`src/hdl/fedb_pkg.sv`:
```
// Shared constants and state type of the dead-band stage.
// Assumes one generator clock drives every user of this package.
package fedb_pkg;
   localparam int unsigned CNT_W  = 6;   // Width of each dead-band counter
   localparam int unsigned SET_W  = 7;   // Width of a count setting, 0..64
   localparam logic [6:0]  DB_MAX = 7'h40; // Longest dead band in counts
   localparam logic [5:0]  CNT_RST = 6'h00; // Counter value at each edge
   localparam logic [6:0]  AGE_MAX = 7'h7F; // Saturation of edge-age helper

   typedef enum logic [2:0] {
      ST_OFF,
      ST_HIGH,
      ST_RISE_WAIT,
      ST_LOW,
      ST_FALL_WAIT
   } fedb_state_t;
endpackage

```
`src/hdl/fedb_top.sv`:
```
// Complementary output stage with rising and falling dead-band timing.
// Assumes source_in and both count settings come from logic on mclk_in
// and that the settings are held stable while an interval is timed.
`timescale 1ns/1ps

// Overview of operation
// - A falling source edge turns the primary off and starts the interval.
// - The complementary output turns on only once the interval has run out.
// - The falling interval length is a count setting of 0 to 64 counts.
// - A falling count of zero turns the complementary output on at once.
// - Timing starts at the source edge itself, not at an output change.
// - A source change before the count ends keeps the waiting output off.
// - The interval counts clock periods upward from zero to one below the set value.
// - Two separate six-bit counters serve rising and falling source edges.
module fedb_top (
   input  wire logic       mclk_in,
   input  wire logic       rst_b_in,
   input  wire logic       source_in,
   input  wire logic [6:0] rising_deadband_count_in,
   input  wire logic [6:0] falling_deadband_count_in,
   output logic            primary_output_out,
   output logic            complementary_output_out
);

   // Settings above 64 saturate; returns the last counter index, N-1
   function automatic logic [5:0] last_index(input logic [6:0] setting);
      logic [6:0] eff;
      eff = (setting > fedb_pkg::DB_MAX) ? fedb_pkg::DB_MAX : setting;
      last_index = 6'(eff - 7'h01);
   endfunction

   function automatic logic [6:0] eff_count(input logic [6:0] setting);
      eff_count = (setting > fedb_pkg::DB_MAX) ? fedb_pkg::DB_MAX : setting;
   endfunction

   fedb_pkg::fedb_state_t state_q, state_d;
   logic       src_q,  src_d;
   logic       prim_q, prim_d;
   logic       comp_q, comp_d;
   logic [5:0] cnt_r_q, cnt_r_d;
   logic [5:0] cnt_f_q, cnt_f_d;
   logic       rise, fall;
   logic [6:0] eff_r, eff_f;
   logic [5:0] last_r, last_f;

   // Edges seen against last cycle's source; outputs lag by one register
   assign rise   = source_in & ~src_q;
   assign fall   = ~source_in & src_q;
   assign eff_r  = eff_count(rising_deadband_count_in);
   assign eff_f  = eff_count(falling_deadband_count_in);
   assign last_r = last_index(rising_deadband_count_in);
   assign last_f = last_index(falling_deadband_count_in);

   always_comb begin
      state_d = state_q;
      src_d   = source_in;
      prim_d  = prim_q;
      comp_d  = comp_q;
      cnt_r_d = cnt_r_q;
      cnt_f_d = cnt_f_q;
      if (fall) begin
         prim_d  = 1'b0;
         comp_d  = 1'b0;
         cnt_f_d = fedb_pkg::CNT_RST;
         if (eff_f == 7'h00) begin
            comp_d  = 1'b1;
            state_d = fedb_pkg::ST_LOW;
         end else begin
            state_d = fedb_pkg::ST_FALL_WAIT;
         end
      end else if (rise) begin
         // Same sequence on the rising counter; aborts any falling wait
         comp_d  = 1'b0;
         prim_d  = 1'b0;
         cnt_r_d = fedb_pkg::CNT_RST;
         if (eff_r == 7'h00) begin
            prim_d  = 1'b1;
            state_d = fedb_pkg::ST_HIGH;
         end else begin
            state_d = fedb_pkg::ST_RISE_WAIT;
         end
      end else begin
         unique case (state_q)
            fedb_pkg::ST_FALL_WAIT: begin
               if (cnt_f_q == last_f) begin
                  comp_d  = 1'b1;
                  state_d = fedb_pkg::ST_LOW;
               end else begin
                  cnt_f_d = 6'(cnt_f_q + 6'h01);
               end
            end
            fedb_pkg::ST_RISE_WAIT: begin
               if (cnt_r_q == last_r) begin
                  prim_d  = 1'b1;
                  state_d = fedb_pkg::ST_HIGH;
               end else begin
                  cnt_r_d = 6'(cnt_r_q + 6'h01);
               end
            end
            fedb_pkg::ST_OFF,
            fedb_pkg::ST_HIGH,
            fedb_pkg::ST_LOW: begin
               state_d = state_q;
            end
         endcase
      end
   end

   // Both outputs start off; the first source edge sets the phase
   always_ff @(posedge mclk_in or negedge rst_b_in) begin
      if (!rst_b_in) begin
         state_q <= fedb_pkg::ST_OFF;
         src_q   <= 1'b0;
         prim_q  <= 1'b0;
         comp_q  <= 1'b0;
         cnt_r_q <= fedb_pkg::CNT_RST;
         cnt_f_q <= fedb_pkg::CNT_RST;
      end else begin
         state_q <= state_d;
         src_q   <= src_d;
         prim_q  <= prim_d;
         comp_q  <= comp_d;
         cnt_r_q <= cnt_r_d;
         cnt_f_q <= cnt_f_d;
      end
   end

   assign primary_output_out       = prim_q;
   assign complementary_output_out = comp_q;

   // Checking helpers: cycles since the latest edge of each kind
   logic [6:0] age_f_q, age_f_d;
   logic [6:0] age_r_q, age_r_d;

   always_comb begin
      age_f_d = fall ? 7'h00 : ((age_f_q == fedb_pkg::AGE_MAX) ? age_f_q
                                : 7'(age_f_q + 7'h01));
      age_r_d = rise ? 7'h00 : ((age_r_q == fedb_pkg::AGE_MAX) ? age_r_q
                                : 7'(age_r_q + 7'h01));
   end

   always_ff @(posedge mclk_in or negedge rst_b_in) begin
      if (!rst_b_in) begin
         age_f_q <= fedb_pkg::AGE_MAX;
         age_r_q <= fedb_pkg::AGE_MAX;
      end else begin
         age_f_q <= age_f_d;
         age_r_q <= age_r_d;
      end
   end
endmodule // fedb_top

```
`config.mk`:
```
export PLATFORM = sky130hd
export DESIGN_NAME = fedb_top
export DESIGN_NICKNAME = d
export VERILOG_FILES = /design/src/hdl/fedb_pkg.sv /design/src/hdl/fedb_top.sv
export SDC_FILE = /design/constraint.sdc
export NUM_CORES = 1
export LEC_CHECK = 0
export BUFFER_PORTS_ARGS = -buffer_cell sky130_fd_sc_hd__buf_2
export CAP_MARGIN = 40
export CORE_ASPECT_RATIO = 0.8
export CORE_MARGIN = 4
export CORE_UTILIZATION = 35
export CTS_BUF_LIST = sky130_fd_sc_hd__clkbuf_4
export DETAILED_ROUTE_END_ITERATION = 12
export GPL_ROUTABILITY_DRIVEN = 0
export PLACE_DENSITY = 0.49
export SLEW_MARGIN = 0
export SYNTH_ARGS = -nofsm -noshare
export SYNTH_HDL_FRONTEND = slang
export SYNTH_SLANG_ARGS = --single-unit
```
`constraint.sdc`:
```
create_clock -name mclk_in -period 4.06 [get_ports mclk_in]
set_input_delay 0.812 -clock mclk_in [delete_from_list [all_inputs] [get_ports mclk_in]]
set_output_delay 0.812 -clock mclk_in [all_outputs]
set_load 0.01 [all_outputs]
```
Word level (Yosys, flattened, before mapping)
Cells that the tools add are included.
{"block": "totals", "reg_bits": 18, "inputBits": 17, "output_inout_bits": 2, "wordCells": 70}
{"block": "op_classes", "n_addsub": 4, "magnitude_cmp": 2, "n_eq_ne": 12, "muxes": 26, "bitwise": 5, "n_reduce_logical": 15}
{"cell": "$mux 6", "n": 7}
{"cell": "$mux 3", "n": 5}
{"cell": "$gt 7x7->1 const B", "n": 2}
{"cell": "$logic_not 7->1", "n": 2}
{"cell": "$mux 7", "n": 2}
{"cell": "$add 6x1->6 const B", "n": 2}
{"cell": "$eq 6x6->1", "n": 2}
{"cell": "$reduce_bool 3->1", "n": 4}
{"cell": "$sub 6x1->6 const B", "n": 2}
{"cell": "$mux 1", "n": 10}
{"cell": "$reduce_and 3->1", "n": 3}
{"cell": "$ne 4x4->1 const B", "n": 2}
{"cell": "$eq 3x2->1 const B", "n": 2}
{"cell": "$pmux 3 s2", "n": 1}
{"cell": "$ne 2x2->1 const B", "n": 2}
{"cell": "$reduce_and 2->1", "n": 2}
{"cell": "$reduce_bool 2->1", "n": 2}
{"cell": "$eq 3x1->1 const B", "n": 1}
{"cell": "$eq 3x3->1 const B", "n": 1}
{"cell": "$logic_not 3->1", "n": 1}
{"cell": "$ne 3x3->1 const B", "n": 1}
{"cell": "$not 1->1", "n": 3}
{"cell": "$reduce_or 3->1", "n": 1}
{"cell": "$and 1x1->1", "n": 2}
{"cell": "other kinds (2)", "n": 2}

Longest topological paths before layout
{"block": "logic_depth", "ltp_word": 8, "ltp_mapped": 11, "ltp_nobuf": 9}

Worst setup path after synthesis
Ideal clock, no wire load.
{"block": "synth_timing", "path_kind": "input-to-reg", "startpoint": "input rising_deadband_count_in[6]", "endpoint": "register state_q[1]", "setup_ps": 79, "arrival_ps": 2869, "t_required_ps": 3981, "slack_ps": 1111, "cell_stages": 10, "path_buffers": 2, "path_cell_list": "clkbuf_1 -> or2b_1 -> ha_1 -> xnor2_1 -> xnor2_1 -> a2111oi_2 -> nand4_2 -> buf_6 -> a31oi_1 -> mux2i_1"}
{"block": "synth_via", "elab_chain_len": 6, "word_cells_on_any_way": 10, "cone_classes": "1 x add/sub; 1 x order compare; 2 x eq/ne; 4 x mux; 2 x reduce/logical"}
{"element": "from (decl)", "line": "fedb_top.sv:19", "rtl": "input wire logic [6:0] rising_deadband_count_in,"}
{"element": "$gt 7x7->1", "line": "fedb_top.sv:28, fedb_top.sv:33"}
{"element": "$mux 7 *", "line": "fedb_top.sv:28", "rtl": "eff = (setting > fedb_pkg::DB_MAX) ? fedb_pkg::DB_MAX : setting;"}
{"element": "$sub 6x1->6 or $logic_not 7->1 (tied branches)", "line": "fedb_top.sv:29, fedb_top.sv:76"}
{"element": "$eq 6x6->1 or $mux 2 (tied branches)", "line": "fedb_top.sv:93, fedb_top.sv:76"}
{"element": "$ne 4x4->1 (no line) or $mux 3 (tied branches)"}
{"element": "$reduce_and 3->1 (no line) or $mux 3 (tied branches)"}
{"element": "to (signal assigned)", "line": "fedb_top.sv:112", "rtl": "state_q <= fedb_pkg::ST_OFF;"}
{"element": "to (signal assigned)", "line": "fedb_top.sv:119", "rtl": "state_q <= state_d;"}
{"element": "to (decl)", "line": "fedb_top.sv:36", "rtl": "fedb_pkg::fedb_state_t state_q, state_d;"}
Every way passes the cells marked *; elsewhere a longest branch is shown, timed or not.
A chain may end at the register's enable or synchronous reset.

Final worst setup path
Same ends and word-level chain as after synthesis.

==> reports/qor.csv <==
metric,value,unit
status,"complete, no violations",
Psw,0.274,mW
"FF+latch count, synth",18,
ANT cells,0,
Internal,0.397,mW
yosys warns,0,
Layout Skew,0.00950,ns
Critical Path Sink,state_q[1]$_DFFE_PN0P_,
Post-Syn Area,1630,um2
Clock Power Share,0.136,
DRT Pass-1 Iters,4,
Max IR drop VDD,193,uV
Antenna Nets Post-Route,0,
worst skew pair latency,0.29,ns
critical path type,in2reg,
post-synth cell types,53,
total gr overflow,0,
share of cells above drive strength 1,0.180,
"EDFF count, synth",0,
HP Class,in2async,
ranking of synthesized cells by area,"dfrtp_1 28%, ha_1 5.4%, o311ai_0 4.3%, xnor2_1 3.8%, nand3_1 3.7%",
ys async rst share,1.00,
clock-pin transition on the worst setup and hold timing paths,0.11,ns
io pins,19,
Final #Nets,231,
Sw Ratio,0.409,
"Slew Viols, Final",0,
family with the most delay on the worst path,compound AO/OA/AOI/OAI gates,
dpl cell area,1760,um2
Cell Pwr Density,376,nW/um2
per-cell routed wire length,16.3,um
maximum clock frequency,0.331,GHz
DIE HEIGHT,69.1,um
Worst path most repeated cell,xnor2_1,
worst-path cell chain,buf_2 -> or2b_1 -> ha_1 -> xnor2_1 -> xnor2_1 -> a2111oi_2 -> nand4_2 -> a31oi_1 -> mux2i_1,
CP required,4.28,ns
sequential cell area fraction in the yosys report,0.276,
met1 GRT Util,0.240,
Via density,6.08,
ys flop type,dfrtp_1,
Final Critical Period,3.02,ns
CTS Root Cell,clkbuf_4,
Worst Setup End Kind,register,
post-layout total power,0.671,mW
Synth top area share,0.276,
final hold slack,0.437,ns
critical path startpoint,rising_deadband_count_in[6],
Die X-Extent,84.4,um
Slew Limit Headroom,0.579,
H-tree depth,1,
Vias,1600,
Final Cycle Share,0.743,
vias in the first global route,1553,
initial drt markers,111,
FF-to-FF setup slack,1.47,ns
Critical Path AT,3.24,ns
GR met3 Demand/Resource,0.0310,
combinational power share,0.437,
initial antenna violation count,0,
reg-to-reg endpoint,state_q[1]$_DFFE_PN0P_,
largest net degree at the start of global routing,20,
first-pass GRT wire length,7550,um
Sink Count,18,
WP buf/inv,1,
Initial Util,0.377,
placed cell count,259,
Synth area leader,dfrtp_1,
crit-path max FO,15,
Site Rows,21,
CP Launch Type,input port,
worst-case clock buffer depth,2,
reg2reg start,cnt_r_q[3]$_DFFE_PN0P_,
hold buffers post-CTS,0,
Mapped Cells,192,
Max stage delay on crit path,0.46,ns
Finished Cell Area,1790,um2
Non-Filler Instances,263,
Fin. Hold Viols,0,
setup_tns,0,ns
final setup vio count,0,
critical path depth,9,
# resized after CTS,0,
syn nets,216,
sequential share of power,0.426,
WL final,4290,um
Residual DRC,0,
Buffers on Ports,18,
Leakage,0.720,nW
GRT Total Usage,0.153,
CTS tree,done,
die area,5830,um2
P&R area growth vs syn,9.35,%
setup bufs post-CTS,0,
Syn Area/Cell,8.50,um2
CTS buffer count,3,
worst slew pin tran,0.631,ns
met2 usage,0.219,
busiest layer in global routing,met1,
Critical Path Slowest Stage Cell,a31oi_1,
hpwl dp,3260,um
Reg2Reg Depth,5,
core area,4340,um2
max_cap viols,0,
RSZ-0062 raised after global routing,no,
most frequent cells in the layout,"18 x dfrtp_1, 18 x buf_2, 14 x inv_1",
[power groups by stage]
| stage | Clock, mW | Combinational (mW) | Sequential, mW |
|---|---|---|---|
| 3_5_place_dp | 0 | 0.290 | 0.289 |
| 3_3_place_gp | 0 | 0.279 | 0.286 |
| 5_1_grt | 0.105 | 0.334 | 0.294 |
| 2_1_floorplan | 0 | 0.220 | 0.274 |
| 4_1_cts | 0.0982 | 0.293 | 0.285 |
| 6_report | 0.0915 | 0.293 | 0.286 |
[how the worst min path moves through the flow]
stage | startpoint | to | depth (start not counted)
after floorplan | rst_b_in | cnt_f_q[0]$_DFFE_PN0P_ | 0
final | rst_b_in | cnt_f_q[4]$_DFFE_PN0P_ | 1
after global routing | rst_b_in | cnt_f_q[4]$_DFFE_PN0P_ | 1
after CTS | rst_b_in | cnt_f_q[4]$_DFFE_PN0P_ | 1
after global placement | primary_output_out$_DFFE_PN0P_ | primary_output_out$_DFFE_PN0P_ | 1
after detailed placement | complementary_output_out$_DFFE_PN0P_ | complementary_output_out$_DFFE_PN0P_ | 1
[metal layers]
layer / vias up / routed length (um)
met5: - / 0
met2: 49 / 1860
met3: 0 / 235
li1: 770 / -
met1: 781 / 2200
met4: 0 / 0
[cell families (layout without fill, tap and decap cells)]
| family | Yosys count | in the layout | synth area share |
|---|---|---|---|
| flops | 18 | 18 | 0.276 |
| buf+inv | 23 | 37 | 0.0582 |
| simple gates | 79 | 79 | 0.284 |
| compound gates | 52 | 52 | 0.253 |
| mux | 5 | 5 | 0.0329 |
| xor+xnor | 8 | 8 | 0.0429 |
| fa+ha+maj | 7 | 7 | 0.0536 |
[cell type report]
type,count,area (um2)
clock buffer,3,22.5
clock inverter,1,3.75
fill,432,2550
inverter,14,52.6
multi-input combinational,151,1090
sequential,18,450
tap,57,71.3
timing repair buffer,19,97.6
[through the flow]
stage	utilization	setup slack (ns)
global placement	0.406	0.867
global route	0.412	0.928
detailed placement	0.406	0.730
floorplan	-	1.11
finish	0.412	1.04
CTS	0.412	1.06
[synthesized netlist by cell type, types with 2 or more instances]
cell       instances
or4_1              2
mux2i_1            2
o211ai_1           3
nor3b_1            4
nor4_1             3
inv_1             14
ha_1               7
clkbuf_1           7
nor4b_1            4
a311o_2            3
a21oi_1            7
mux2_2             3
o31a_1             2
nand2_1           12
or3_1              4
o21bai_1           2
nor2b_1            3
nand4bb_1          2
nor3_1             4
a211o_1            2
a2111oi_2          2
o311ai_0           8
xnor2_1            7
nand4_1            4
a311o_1            2
nor2_1            11
o21ai_0            9
nand3_1           12
dfrtp_1           18
and3_1             3
o31ai_1            3
nand2b_1           2
[state kept, by name, summed over array words and instances (netlist names)]
name / flops
state_q: 3
src_q: 1
complementary_output_out: 1
cnt_f_q: 6
cnt_r_q: 6
primary_output_out: 1
No activity file was read; power rests on OpenSTA's default activity.
